File: config.mk
export PLATFORM = sky130hd
export DESIGN_NAME = mcs_clock_sync
export DESIGN_NICKNAME = d
export VERILOG_FILES = /design/src/design/mcs_pkg.sv /design/src/design/mcs_clock_sync.sv /design/src/design/mcs_sync_gen.sv
export VERILOG_INCLUDE_DIRS = /design/src /design/src/design
export SDC_FILE = /design/constraint.sdc
export NUM_CORES = 1
export LEC_CHECK = 0
export ABC_AREA = 1
export BUFFER_PORTS_ARGS = -buffer_cell sky130_fd_sc_hd__buf_2
export CORE_MARGIN = 8
export CORE_UTILIZATION = 30
export CTS_CLUSTER_DIAMETER = 120
export DETAILED_ROUTE_END_ITERATION = 10
export PLACE_DENSITY = 0.58
export SETUP_SLACK_MARGIN = 0.15
export SYNTH_ARGS = -nofsm -noshare
export SYNTH_HDL_FRONTEND = slang
export SYNTH_SLANG_ARGS = --single-unit
File: constraint.sdc
create_clock -name mclk -period 6.5 [get_ports mclk]
set_input_delay 0.975 -clock mclk [delete_from_list [all_inputs] [get_ports mclk]]
set_output_delay 0.975 -clock mclk [all_outputs]
set_load 0.02 [all_outputs]
File: src/design/mcs_defines.svh
// named constants for the multichip clock sync generator
`ifndef MCS_DEFINES_SVH
`define MCS_DEFINES_SVH

`define MCS_MODE_W          2
`define MCS_RATE_W          6
`define MCS_PRESET_W        6
`define MCS_DELAY_W         5
`define MCS_COMMON_W        4
`define MCS_HALF_W          11
`define MCS_HALF_BASE       11'h008
`define MCS_HALF_PER_R      11'h010
`define MCS_PRESET_MIN      6'h02
`define MCS_RATE_ONE        6'h01
`define MCS_COMMON_LAST     4'hf
`define MCS_COMMON_INIT     4'h0
`define MCS_RST_RATE        6'h01
`define MCS_RST_DELAY       5'h00
`define MCS_STEP_PS         150

`endif

File: src/design/mcs_pkg.sv
// types shared by the multichip clock sync generator
package mcs_pkg;
    typedef enum logic [1:0] {
        MCS_MODE_TONE = 2'b00,
        MCS_MODE_QUADRATURE_UPCONVERSION_MODE = 2'b01,
        MCS_MODE_IDAC = 2'b10
    } mcs_mode_t;
endpackage

File: src/design/mcs_clock_sync.sv
// multichip clock generator, sync generator and sync receiver
`timescale 1ns/1ns
`include "mcs_defines.svh"
module mcs_clock_sync #(
    parameter int RATE_W   = `MCS_RATE_W,
    parameter int PRESET_W = `MCS_PRESET_W,
    parameter int DELAY_W  = `MCS_DELAY_W
) (
    input  wire logic                 mclk,
    input  wire logic                 srst,
    input  wire logic [1:0]           mode_sel,
    input  wire logic                 serial_iface_sel,
    input  wire logic [RATE_W-1:0]    cic_rate,
    input  wire logic                 update_strobe,
    input  wire logic                 sync_gen_enable,
    input  wire logic                 sync_polarity,
    input  wire logic [DELAY_W-1:0]   sync_out_delay,
    input  wire logic                 sync_rx_enable,
    input  wire logic                 sync_in,
    input  wire logic [PRESET_W-1:0]  sync_preset,
    output logic                      sync_out_p_ff,
    output logic                      sync_out_n_ff,
    output logic                      sync_out_fall_ff,
    output logic [DELAY_W-1:0]        sync_out_delay_ff,
    output logic                      sync_clk_ff,
    output logic                      tree2_clk_ff,
    output logic                      tree3_clk_ff,
    output logic [`MCS_COMMON_W-1:0]  common_cnt_ff,
    output logic [RATE_W-1:0]         r_cnt_ff,
    output logic                      sync_pulse_ff,
    output logic [1:0]                act_mode_ff,
    output logic                      act_serial_ff,
    output logic [RATE_W-1:0]         act_rate_ff
);
    // elaboration check on widths the logic can serve
    if (RATE_W < 2 || RATE_W > 6 || PRESET_W != RATE_W || DELAY_W < 1) begin : g_chk
        $error("mcs_clock_sync: unsupported parameter widths");
    end

    ////////////////////////////////////////////////////////////////////////////
    // update strobe and active settings

    logic                 strobe_d_ff;
    logic                 strobe_rise;
    logic                 tree2_on;
    logic                 tree3_on;
    logic                 use_rate;
    logic [RATE_W-1:0]    rate_eff;
    logic [RATE_W-1:0]    nxt_preset;

    assign strobe_rise = update_strobe && !strobe_d_ff;

    // edge memory for the update strobe
    always_ff @(posedge mclk) begin
        if (srst) begin
            strobe_d_ff <= 1'b0;
        end else begin
            strobe_d_ff <= update_strobe;
        end
    end

    // buffered inputs become active only on a strobe rising edge
    always_ff @(posedge mclk) begin
        if (srst) begin
            act_mode_ff   <= mcs_pkg::MCS_MODE_TONE;
            act_serial_ff <= 1'b0;
            act_rate_ff   <= RATE_W'(`MCS_RST_RATE);
        end else if (strobe_rise) begin
            act_mode_ff   <= mode_sel;
            act_serial_ff <= serial_iface_sel;
            act_rate_ff   <= cic_rate;
        end
    end

    // tree enables and effective rate; a rate of zero acts as one
    always_comb begin
        tree2_on = (act_mode_ff == mcs_pkg::MCS_MODE_IDAC)
                || (act_mode_ff == mcs_pkg::MCS_MODE_QUADRATURE_UPCONVERSION_MODE && !act_serial_ff);
        tree3_on = (act_mode_ff == mcs_pkg::MCS_MODE_QUADRATURE_UPCONVERSION_MODE && act_serial_ff);
        rate_eff = (act_rate_ff == '0) ? RATE_W'(`MCS_RATE_ONE) : act_rate_ff;
        use_rate = (tree2_on || tree3_on) && (rate_eff != RATE_W'(`MCS_RATE_ONE));
    end

    ////////////////////////////////////////////////////////////////////////////
    // sync receiver

    logic sync_in_d_ff;

    // sample the delayed sync input on the rising system clock
    always_ff @(posedge mclk) begin
        if (srst) begin
            sync_in_d_ff <= 1'b0;
        end else begin
            sync_in_d_ff <= sync_in;
        end
    end

    // one-cycle pulse per rising sync input edge while sync_rx_enable is high
    always_ff @(posedge mclk) begin
        if (srst) begin
            sync_pulse_ff <= 1'b0;
        end else begin
            sync_pulse_ff <= sync_rx_enable && sync_in && !sync_in_d_ff;
        end
    end

    // preset clamp: raised to 2, then capped at the rate, so a rate of one gives 1
    always_comb begin
        nxt_preset = sync_preset;
        if (nxt_preset < PRESET_W'(`MCS_PRESET_MIN)) begin
            nxt_preset = PRESET_W'(`MCS_PRESET_MIN);
        end
        if (nxt_preset > rate_eff) begin
            nxt_preset = rate_eff;
        end
    end

    ////////////////////////////////////////////////////////////////////////////
    // clock generator

    logic t3_half_ff;

    // common tree counts every cycle; sync pulse presets it
    always_ff @(posedge mclk) begin
        if (srst) begin
            common_cnt_ff <= `MCS_COMMON_INIT;
        end else if (sync_pulse_ff) begin
            common_cnt_ff <= `MCS_COMMON_INIT;
        end else begin
            common_cnt_ff <= common_cnt_ff + `MCS_COMMON_W'(1);
        end
    end

    // presettable R downcounter, steps once per common period
    always_ff @(posedge mclk) begin
        if (srst) begin
            r_cnt_ff <= RATE_W'(`MCS_RST_RATE);
        end else if (sync_pulse_ff) begin
            r_cnt_ff <= nxt_preset;
        end else if (common_cnt_ff == `MCS_COMMON_LAST) begin
            if (r_cnt_ff <= RATE_W'(`MCS_RATE_ONE)) begin
                r_cnt_ff <= rate_eff;
            end else begin
                r_cnt_ff <= r_cnt_ff - RATE_W'(1);
            end
        end
    end

    // tree clocks: common tree MSB out at one sixteenth rate, second and third trees from R divider
    always_ff @(posedge mclk) begin
        if (srst || sync_pulse_ff) begin
            sync_clk_ff  <= 1'b0;
            tree2_clk_ff <= 1'b0;
            tree3_clk_ff <= 1'b0;
            t3_half_ff   <= 1'b0;
        end else begin
            sync_clk_ff <= common_cnt_ff[`MCS_COMMON_W-1];
            if (!tree2_on) begin
                tree2_clk_ff <= 1'b0;
            end else if (common_cnt_ff[0]) begin
                tree2_clk_ff <= (r_cnt_ff == RATE_W'(`MCS_RATE_ONE));
            end
            if (!tree3_on) begin
                tree3_clk_ff <= 1'b0;
                t3_half_ff   <= 1'b0;
            end else if (common_cnt_ff == `MCS_COMMON_LAST
                         && r_cnt_ff <= RATE_W'(`MCS_RATE_ONE)) begin
                t3_half_ff   <= ~t3_half_ff;
                tree3_clk_ff <= ~t3_half_ff;
            end
        end
    end

    ////////////////////////////////////////////////////////////////////////////
    // sync generator

    mcs_sync_gen #(
        .RATE_W    (RATE_W)
    ) u_gen (
        .mclk      (mclk),
        .srst      (srst),
        .enable    (sync_gen_enable),
        .use_rate  (use_rate),
        .rate      (rate_eff),
        .sync_p_ff (sync_out_p_ff),
        .sync_n_ff (sync_out_n_ff)
    );

    // edge select and delay code for the output stage, about 150 ps per code
    always_ff @(posedge mclk) begin
        if (srst) begin
            sync_out_fall_ff  <= 1'b0;
            sync_out_delay_ff <= DELAY_W'(`MCS_RST_DELAY);
        end else begin
            sync_out_fall_ff  <= sync_polarity;
            sync_out_delay_ff <= sync_out_delay;
        end
    end
endmodule // mcs_clock_sync

File: src/design/mcs_sync_gen.sv
// sync output square-wave divider
`timescale 1ns/1ns
`include "mcs_defines.svh"
module mcs_sync_gen #(
    parameter int RATE_W = `MCS_RATE_W
) (
    input  wire logic              mclk,
    input  wire logic              srst,
    input  wire logic              enable,
    input  wire logic              use_rate,
    input  wire logic [RATE_W-1:0] rate,
    output logic                   sync_p_ff,
    output logic                   sync_n_ff
);
    logic [`MCS_HALF_W-1:0] half_cnt_ff;
    logic [`MCS_HALF_W-1:0] half_len;

    // half period: 8 cycles for divide by 16, 16*R for divide by 32R
    always_comb begin
        if (use_rate) begin
            half_len = `MCS_HALF_W'(`MCS_HALF_PER_R * rate);
        end else begin
            half_len = `MCS_HALF_BASE;
        end
    end

    // divider held in reset while disabled, toggles at each half period
    always_ff @(posedge mclk) begin
        if (srst || !enable) begin
            half_cnt_ff <= '0;
        end else if (half_cnt_ff >= half_len - `MCS_HALF_W'(1)) begin
            half_cnt_ff <= '0;
        end else begin
            half_cnt_ff <= half_cnt_ff + `MCS_HALF_W'(1);
        end
    end

    // differential 50% duty output, static low when disabled
    always_ff @(posedge mclk) begin
        if (srst || !enable) begin
            sync_p_ff <= 1'b0;
            sync_n_ff <= 1'b1;
        end else if (half_cnt_ff >= half_len - `MCS_HALF_W'(1)) begin
            sync_p_ff <= ~sync_p_ff;
            sync_n_ff <= sync_p_ff;
        end
    end
endmodule // mcs_sync_gen

==> results.yml, run 1 <==
run:
  drv_cap: 0
critical_path:
  reg2reg_slack_ns: 3.79
  required_ns: 6.71
  cp_top_family: "simple AND/OR/NAND/NOR gates"
  cpMostUsedCell: "nand2_2"
  startpoint_type: "flop"
  crit_path_max_incr_delay_ns: 0.47
  rr_worst_depth: 14
  path_buf_inv: 1
  cp_max_fo: 11
  critPathCaptureType: "flop"
  critical_path_class: "flop to flop"
  critical_path.slowest_cell: "dfxtp_1"
  cp.depth: 14
  worstPathCellList: "nor2_1, nand3_2, nand2_2, inv_2, nand2_2, nor2_4, nand2_2, xor2_1, ha_1, a21oi_1, nor2_1, a211oi_2, nand3_1, a21oi_1"
  cp.arrival_ns: 2.92
synthesis:
  synthTopCellsByArea: "dfxtp_1 (36%), ha_1 (9.1%), nand2_1 (7.6%), inv_1 (7.3%), nor2_1 (5.5%)"
  netlist_instances: 333
  yosysTopAreaCellShare_pct: 35.7
  yosysTopAreaCell: "dfxtp_1"
  yosys_warnings: 0
  syn_avg_cell_area_sq_um: 7.42
  syn_nets: 378
  ys_seq_area_share_pct: 35.7
  synth-seq-cells: 44
  ys_types: 36
  syn_area_sq_um: 2470
layout:
  post-route-util_pct: 36.7
  drive_gt1_share_pct: 24.9
  area_delta_synth_final_pct: 20.3
  nets: 433
  mostFrequentLayoutCell: "buf_2"
  diodes: 0
  nFillCells: 911
  most-common-layout-cells: "buf_2 (57), nand2_1 (50), inv_1 (48)"
sta:
  setup_viol: 0
  period_share_pct: 41.6
  finalCriticalPeriod_ns: 2.71
  whs_ns: 0.397
  tns_ns: 0
  max_freq_ghz: 0.370
  worst_slack_ns: 3.79
  rsz0062_at_grt: "false"
  finalHoldViolCount: 0
  skew_ns: 0.0141
  drv_slew: 0
global_route:
  grt_max_degree: 16
  grt_overflow_total: 0
  grt_usage_pct: 11.3
  grt_pass1_wl_um: 10500
  antenna_found_initial: 0
  grt_pass1_vias: 2373
placement:
  dp_slack_ns: 3.78
  dp_hpwl_um: 5100
  gp_congestion: 0.798
  port_buffers: 57
power:
  p_leak_uw: 0.00145
  powerDensity_nw_per_um2: 215
  vdd_ir_drop_max_mv: 0.115
  finalPower_uw: 640
clock_network:
  tritoncts: "yes"
  post_cts_buffers: 0
  cts.htree.levels: 2
  cts-resized-gates: 0
  cts_sinks: 44
  cts_root_buf: "clkbuf_8"
  clk_latency_ns: 0.30
  clkTransAtPathRegs_ns: 0.09
  hold_buffers: 0
  cts_buffers: 5
  clk_path_buf_depth: 2
drt:
  drt_iter0_drc: 100
  drcViolationCount: 0
  wl_um: 6390
  dr.max_layer_used: "met4"
  num_vias: 2239
  dr_wl_met3_um: 588
  drt-met1-wl_um: 2990
  viasPerCell: 4.53
  drtPass1Iterations: 4
  wl_per_cell_um: 12.9
  postRouteAntennaNets: 0
  route.met2.wl_um: 2730
status:
  status: "completed"
die:
  coreArea_sq_um: 8090
  rows: 33
  fp.dieH_um: 107
  ios: 58
  die-area_sq_um: 11400
  dieWidth_um: 107
  start_util_pct: 30.5
min_path:
  hold_path.class: "flop to flop"
  whs_path_depth: 1
[routing by layer]
layer / up-vias / global-route usage (%)
met2: 60 / 18.5
met5: - / 0
li1: 1190 / -
met4: 0 / 3.12
met3: 7 / 5.04
met1: 982 / 13.1
[power breakdown]
group	internal (uW)	total, uW	switching, uW	leakage [uW]
sequential	281	291	10.1	0.000361
clock	126	227	102	0.0000614
combinational	42.0	122	79.6	0.00103
total	449	640	191	0.00145
[cells by family (layout without fill, tap and decap cells)]
kind of cell	after synthesis	after routing	synth area share, %
AND/OR/NAND/NOR	143	143	29.0
buffers and inverters	61	117	9.42
AO/OA/AOI/OAI	55	55	12.7
other	1	1	0.152
flip-flops	44	44	35.7
XOR/XNOR	11	11	3.90
adder cells (fa/ha/maj)	18	18	9.12
[synthesized netlist by cell type]
| master | number |
|---|---|
| a211oi_1 | 1 |
| a211oi_2 | 1 |
| a21oi_1 | 22 |
| a21oi_2 | 2 |
| a31oi_1 | 3 |
| and2_4 | 1 |
| and3_1 | 1 |
| buf_4 | 1 |
| clkbuf_1 | 8 |
| conb_1 | 1 |
| dfxtp_1 | 44 |
| ha_1 | 18 |
| inv_1 | 48 |
| inv_2 | 4 |
| nand2_1 | 50 |
| nand2_2 | 7 |
| nand2_4 | 1 |
| nand3_1 | 23 |
| nand3_2 | 5 |
| nand3b_1 | 1 |
| nand4_1 | 5 |
| nor2_1 | 36 |
| nor2_2 | 3 |
| nor2_4 | 4 |
| nor3_1 | 1 |
| nor3_2 | 2 |
| nor3b_4 | 1 |
| nor4_1 | 1 |
| o211ai_1 | 3 |
| o211ai_2 | 1 |
| o21a_1 | 1 |
| o21ai_0 | 17 |
| o21ai_1 | 4 |
| or2_1 | 1 |
| xnor2_1 | 4 |
| xor2_1 | 7 |
[layout make-up]
cell class | instances | area, sq um | area share [%]
multi-input combinational | 228 | 1360 | 45.7
inverter | 52 | 195 | 6.57
sequential | 44 | 881 | 29.7
clock buffer | 6 | 82.6 | 2.78
clock inverter | 2 | 38.8 | 1.31
timing repair buffer | 57 | 285 | 9.60
tap | 105 | 131 | 4.42
[registers in the layout, indices dropped and copies added, names as in the netlist, 2 cells and up]
name and cells:
u_gen.half_cnt_ff 11, sync_out_delay_ff 5, act_rate_ff 6, act_mode_ff 2, common_cnt_ff 4, r_cnt_ff 6
[path summary, 6_finish.rpt]
path	startpoint	to
max	act_rate_ff[1]	u_gen.half_cnt_ff[10]
min	sync_in_d_ff	sync_pulse_ff
max reg2reg	act_rate_ff[1]	u_gen.half_cnt_ff[10]
min reg2reg	sync_in_d_ff	sync_pulse_ff
[metrics by stage]
stage / area (sq um) / std cells
after floorplan: 2470 / 333
after global placement: 2850 / 486
after detailed placement: 2850 / 486
after CTS: 2970 / 494
after global routing: 2970 / 494
final: 2970 / 494
[worst register-to-register path, delay by kind of cell, from the launching register on]
kind                     cells  cell delay [ns]
AO/OA/AOI/OAI                3             0.60
XOR/XNOR                     1             0.15
adder cells (fa/ha/maj)      1             0.30
buffers and inverters        1             0.07
flip-flops                   1             0.47
AND/OR/NAND/NOR              8             1.02
Note: power is estimated with default switching activity, not from simulation.
==> run 2: changes to the inputs <==
ABC_AREA = 0   (was 1)
clock period = 2.6 ns   (was 6.5 ns; I/O delays follow)
==> run 2 against run 1 <==
Effect of this change:
- non-clock buffer count rose by 11
- critical path depth shrank 1
- hold slack got worse by 0.11 ns
- clock skew fell by 0.0062 ns
- synthesized area down 3.4%
- global-route usage increased by 0.61 points
- highest routed layer unchanged
==> results.yml, run 2 <==
power:
  netSwitchingPower_uw: 437
  seqPwrFrac_pct: 43.9
  p_leak_uw: 0.00134
  clkPwrFrac_pct: 38.6
  powerDensity_nw_per_um2: 518
  p_int_uw: 1210
  combPwrFrac_pct: 17.6
  sw_frac_of_total_pct: 26.6
  vdd_ir_drop_max_mv: 0.355
  finalPower_uw: 1640
sta:
  rsz0062_at_grt: "true"
  maxSlewHeadroom_pct: 56.4
  finalHoldViolCount: 0
  worst_slack_ns: 0.0403
  finalCriticalPeriod_ns: 2.56
  period_share_pct: 98.5
  max_freq_ghz: 0.391
  drv_slew: 0
  skew_ns: 0.00799
  setup_viol: 0
  tightest_slew_ns: 0.653
  whs_ns: 0.287
synthesis:
  syn_nets: 328
  synthArstFlopShare_pct: 0
  ys_types: 51
  yosysTopAreaCellShare_pct: 36.9
  synth_compound_area_share_pct: 16.2
  syn_area_sq_um: 2390
  synth-xor-area-share_pct: 5.87
  synth-simple-area-share_pct: 26.2
  synth-main-ff-cell: "dfxtp_1"
  synthMuxAreaShare_pct: 1.26
  synth-seq-cells: 44
  synth_edf_count: 0
  synthAdderAreaFrac_pct: 9.44
  synth.most_common_cell: "dfxtp_1"
  yosysTopAreaCell: "dfxtp_1"
  netlist_instances: 283
  synthTopCellsByArea: "dfxtp_1 (37%), ha_1 (9.4%), nor2_1 (4.9%), nand2_1 (4.4%), a21oi_1 (3.8%)"
  ys_top_cells_by_count: "dfxtp_1 (44), nor2_1 (31), nand2_1 (28)"
  yosys_warnings: 0
  ys_seq_area_share_pct: 36.9
  synth_top_family_by_area: "simple AND/OR/NAND/NOR gates"
  syn_avg_cell_area_sq_um: 8.43
drt:
  drt_iter0_drc: 83
  drtPass1Iterations: 4
  wl_um: 6560
  wl_per_cell_um: 14.5
  num_vias: 2184
  drcViolationCount: 0
  viasPerCell: 4.83
  postRouteAntennaNets: 0
layout:
  drive_gt1_share_pct: 30.9
  nets: 394
  final_area_sq_um: 3170
  mostFrequentLayoutCell: "buf_2"
  largest_reg_flops: 11
  area_delta_synth_final_pct: 33.0
  largestRegisters: "u_gen.half_cnt_ff (11), act_rate_ff (6), r_cnt_ff (6)"
  top_register: "u_gen.half_cnt_ff"
  most-common-layout-cells: "buf_2 (57), dfxtp_1 (42), nand2_1 (27)"
  diodes: 0
clock_network:
  cts_root_buf: "clkbuf_8"
  clk_latency_ns: 0.30
  cts_buffers: 5
  clk_path_buf_depth: 2
  hold_buffers: 0
  cts_sinks: 44
  tritoncts: "yes"
  clkTransAtPathRegs_ns: 0.09
  cts.htree.levels: 2
global_route:
  grt_usage_pct: 11.9
  grt_pass1_vias: 2213
  grt_pass1_wl_um: 10900
  grt_max_degree: 26
  grt_overflow_total: 0
  antenna_found_initial: 0
placement:
  gp_congestion: 0.769
  dp_hpwl_um: 4960
  placed_cell_area_sq_um: 2870
  port_buffers: 57
  dp_slack_ns: -0.0294
critical_path:
  rr_worst_depth: 13
  required_ns: 2.80
  cp_max_fo: 5
  startpoint_type: "flop"
  critPathCaptureType: "flop"
  r2r_start: "act_rate_ff[2]"
  cp.arrival_ns: 2.75
  critical_path_class: "flop to flop"
  reg2reg_to: "u_gen.sync_n_ff"
  reg2reg_slack_ns: 0.04
die:
  rows: 32
  ios: 58
  die-area_sq_um: 11100
  coreArea_sq_um: 7730
  fp.dieH_um: 105
  start_util_pct: 30.9
  dieWidth_um: 105
min_path:
  hold_path.class: "input pin to flop"
  whs_path_depth: 2
  hp-start: "sync_out_delay[1]"
  min_to: "sync_out_delay_ff[1]"
run:
  drv_cap: 0
status:
  status: "completed"
[run 2: stage by stage]
| step | instances | setup TNS (ns) | utilization, % |
|---|---|---|---|
| final | 452 | 0 | 41.1 |
| after global routing | 452 | -0.662 | 41.1 |
| after CTS | 451 | 0 | 39.5 |
| after detailed placement | 441 | -0.0294 | 37.2 |
| after global placement | 441 | 0 | 37.2 |
| after floorplan | 283 | 0 | - |
[run 2: cells by family (layout without fill, tap and decap cells)]
logic type	count (synthesis)	in the layout
and+or+nand+nor	120	120
AOI/OAI and AO/OA	58	58
DFF	44	44
buffers and inverters	23	90
adders and majority gates	18	18
xor gates and xnor gates	16	16
muxes	3	3
other	1	1
[run 2: area by class of cell]
type | instances | area [sq um]
Sequential cell | 44 | 888
Clock buffer | 6 | 72.6
Tap cell | 102 | 128
Clock inverter | 2 | 60.1
Timing Repair Buffer | 68 | 398
Inverter | 14 | 55.1
Fill cell | 778 | 4550
Multi-Input combinational cell | 216 | 1570
[run 2: critical path: stages (launching register included)]
cell	delay (ns)
dfxtp_4	0.35
or3_4	0.40
nor3_4	0.17
nor2_4	0.06
inv_4	0.08
nor2_4	0.03
xnor2_1	0.12
nand2_1	0.11
ha_4	0.32
nand2_4	0.07
o21ai_4	0.15
o21ai_4	0.11
a22o_1	0.20
a211o_1	0.28
[run 2: how the worst max path moves through the flow]
stage / to / startpoint / slack [ns] / cells past startpoint
after detailed placement: u_gen.sync_n_ff / act_rate_ff[2] / -0.03 / 13
after CTS: u_gen.sync_n_ff / act_rate_ff[2] / 0.06 / 13
after floorplan: u_gen.sync_n_ff / act_rate_ff[2] / 0.14 / 13
after global routing: u_gen.sync_n_ff / act_rate_ff[2] / -0.09 / 13
after global placement: u_gen.sync_n_ff / act_rate_ff[2] / 0.08 / 13
final: u_gen.sync_n_ff / act_rate_ff[2] / 0.04 / 13
[run 2: what timing repair did]
| action | CTS | global route |
|---|---|---|
| endpoints found under the setup margin | 13 | 19 |
| buffers inserted | 2 | 0 |
| cloned | 0 | 1 |
| gates resized for setup | 6 | 19 |
| pin swaps | 1 | 4 |
[run 2: routing by layer]
layer,part of all wire (%),track usage (%),vias up,routed length (um)
met1,48,15.1,994,3130
met5,0,0,-,0
met4,1.6,4.59,0,105
met2,44,18.2,61,2880
met3,6.9,3.93,6,450
li1,-,-,1123,-
[run 2: power groups by stage]
stage	sequential (uW)	clock, uW	combinational (uW)
2_1_floorplan	762	0	144
3_3_place_gp	736	0	259
3_5_place_dp	737	0	262
4_1_cts	721	644	270
5_1_grt	726	676	318
6_report	721	634	289
==> run 3: changes to the inputs <==
MAX_ROUTING_LAYER = met4   (was not set)
SYNTH_HIERARCHICAL = 1   (was not set)
==> run 3 against run 2 <==
Effect of this change:
- the flow now finishes with violations (setup timing)
- non-clock buffer count grew 17
- synthesized cell count grew 4.2%
- flip-flop and latch count stayed put
- sequential share of layout area increased by 0.067 points
- cell count is 5.1% higher
- clock power shrank 29%
- clock-buffer cell count down 1
- highest routed layer unchanged
==> results.yml, run 3 <==
power:
  p_leak_uw: 0.00139
  powerDensity_nw_per_um2: 474
  finalPower_uw: 1520
  vdd_ir_drop_max_mv: 0.200
critical_path:
  cp.arrival_ns: 3.02
  r2r_start: "act_rate_ff[4]"
  cpMostUsedCell: "or4_4"
  critical_path.slowest_cell: "or4_4"
  required_ns: 2.79
  worstPathCellList: "nor3_4, a21oi_2, inv_2, or4_4, or4_4, ha_4, nand4_1, a2111oi_4, a211oi_2, mux2_4"
  reg2reg_to: "u_gen/sync_n_ff"
  crit_path_max_incr_delay_ns: 0.51
  startpoint_type: "flop"
  reg2reg_slack_ns: -0.23
  critPathCaptureType: "flop"
  rr_worst_depth: 10
  critical_path_class: "flop to flop"
  cp_max_fo: 4
sta:
  max_freq_ghz: 0.354
  skew_ns: 0.0146
  drv_slew: 0
  rsz0062_at_grt: "true"
  period_share_pct: 109
  tightest_slew_ns: 0.567
  finalCriticalPeriod_ns: 2.83
  whs_ns: 0.298
  setup_viol: 13
  maxSlewHeadroom_pct: 62.1
  worst_slack_ns: -0.227
  finalHoldViolCount: 0
die:
  start_util_pct: 30.6
  ios: 58
  rows: 33
  coreArea_sq_um: 8090
  dieWidth_um: 107
  fp.dieH_um: 107
  die-area_sq_um: 11400
synthesis:
  synthArstFlopShare_pct: 0
  yosysTopAreaCellShare_pct: 35.6
  syn_nets: 340
  synth-seq-cells: 44
  syn_avg_cell_area_sq_um: 8.39
  ys_top_cells_by_count: "dfxtp_1 (44), nor2_1 (33), nand2_1 (29)"
  ys_seq_area_share_pct: 35.6
  synth_edf_count: 0
  yosys_warnings: 6
  syn_area_sq_um: 2480
  synthTopCellsByArea: "dfxtp_1 (36%), ha_1 (9.1%), nor2_1 (5.0%), nand2_1 (4.4%), xnor2_1 (3.2%)"
  synth.most_common_cell: "dfxtp_1"
  yosysTopAreaCell: "dfxtp_1"
  ys_types: 54
  netlist_instances: 295
  synth-main-ff-cell: "dfxtp_1"
layout:
  nets: 414
  nFillCells: 850
  diodes: 0
  fin_cells: 475
  largest_reg_flops: 11
  drive_gt1_share_pct: 33.0
  most-common-layout-cells: "buf_2 (57), dfxtp_1 (39), nand2_1 (29)"
  mostFrequentLayoutCell: "buf_2"
  final_area_sq_um: 3210
  largestRegisters: "u_gen/half_cnt_ff (11), act_rate_ff (6), r_cnt_ff (6)"
  area_delta_synth_final_pct: 29.5
  top_register: "u_gen/half_cnt_ff"
drt:
  num_vias: 2293
  drt-met1-wl_um: 3250
  drcViolationCount: 0
  dr.max_layer_used: "met4"
  postRouteAntennaNets: 0
  viasPerCell: 4.83
  route.met2.wl_um: 2920
  drt_iter0_drc: 98
  wl_per_cell_um: 13.9
  dr_wl_met3_um: 339
  drtPass1Iterations: 4
  wl_um: 6600
placement:
  placed_cell_area_sq_um: 3040
  dp_hpwl_um: 5090
  placedCellCount: 462
  port_buffers: 57
  dp_slack_ns: -0.261
  gp_congestion: 0.823
min_path:
  hold_path.class: "input pin to flop"
  whs_path_depth: 2
  min_to: "sync_out_delay_ff[1]"
  hp-start: "sync_out_delay[1]"
global_route:
  grt_usage_pct: 12.3
  grt_overflow_total: 0
  grt_pass1_wl_um: 11200
  antenna_found_initial: 0
  grt_max_degree: 29
  grt_pass1_vias: 2331
clock_network:
  cts.htree.levels: 2
  cts_buffers: 5
  clk_path_buf_depth: 2
  clk_latency_ns: 0.30
  tritoncts: "yes"
  clkTransAtPathRegs_ns: 0.10
  cts_sinks: 44
  cts_root_buf: "clkbuf_8"
status:
  status: "finished with violations"
  violations: "setup timing"
run:
  drv_cap: 0
[run 3: repair_timing]
| item | in CTS | in global routing |
|---|---|---|
| pin swaps | 10 | 3 |
| setup endpoints to repair | 13 | 15 |
| resized for setup | 6 | 5 |
| setup buffers | 4 | 1 |
| hold buffers | 0 | 0 |
[run 3: worst max-delay path by stage]
| stage | cells after the start | endpoint | from | slack [ns] |
|---|---|---|---|---|
| 5_1_grt | 11 | u_gen/half_cnt_ff[9] | act_rate_ff[4] | -0.32 |
| 2_1_floorplan | 10 | u_gen/sync_n_ff | act_rate_ff[3] | -0.24 |
| 6_report | 10 | u_gen/sync_n_ff | act_rate_ff[4] | -0.23 |
| 3_5_place_dp | 10 | u_gen/half_cnt_ff[9] | act_rate_ff[5] | -0.26 |
| 4_1_cts | 10 | u_gen/sync_n_ff | act_rate_ff[4] | -0.15 |
| 3_3_place_gp | 10 | u_gen/half_cnt_ff[10] | act_rate_ff[3] | -0.18 |
[run 3: per-layer routing]
layer | vias to the layer above | GRT usage, %
li1 | 1168 | -
met1 | 1057 | 15.5
met2 | 62 | 18.8
met3 | 6 | 2.88
met4 | 0 | 4.32
met5 | - | -
[run 3: kinds of logic after synthesis]
logic type      share of synthesized area [%]
xor+xnor                                 6.01
fa+ha+maj                                9.10
simple gates                             25.5
buf+inv                                  5.31
mux                                      4.09
flops                                    35.6
compound gates                           14.4
[run 3: report_power, final]
part / switching, uW / total (uW) / leakage, uW / internal, uW
clock: 256 / 449 / 0.0000490 / 192
combinational: 188 / 344 / 0.000980 / 156
sequential: 28.5 / 727 / 0.000363 / 699
total: 473 / 1520 / 0.00139 / 1050
[run 3: area by class of cell]
| type | instances | area [sq um] | area share (%) |
|---|---|---|---|
| clock buffer | 5 | 68.8 | 2.15 |
| sequential | 44 | 900 | 28.1 |
| timing repair buffer | 85 | 503 | 15.7 |
| multi-input combinational | 219 | 1530 | 47.7 |
| clock inverter | 3 | 21.3 | 0.663 |
| tap | 105 | 131 | 4.10 |
| inverter | 14 | 52.6 | 1.64 |
[run 3: critical path: cells and delay by family (launching register included)]
| kind | cells | cell delay [ns] |
|---|---|---|
| compound gates | 3 | 0.54 |
| fa+ha+maj | 1 | 0.29 |
| buf+inv | 1 | 0.05 |
| flops | 1 | 0.37 |
| mux | 1 | 0.30 |
| simple gates | 4 | 1.17 |
[run 3: metrics by stage]
stage	utilization, %	TNS, ns
final	39.6	-2.57
after floorplan	-	-2.15
after CTS	39.4	-1.75
after global routing	39.6	-3.89
after detailed placement	37.5	-3.12
after global placement	37.5	-2.12
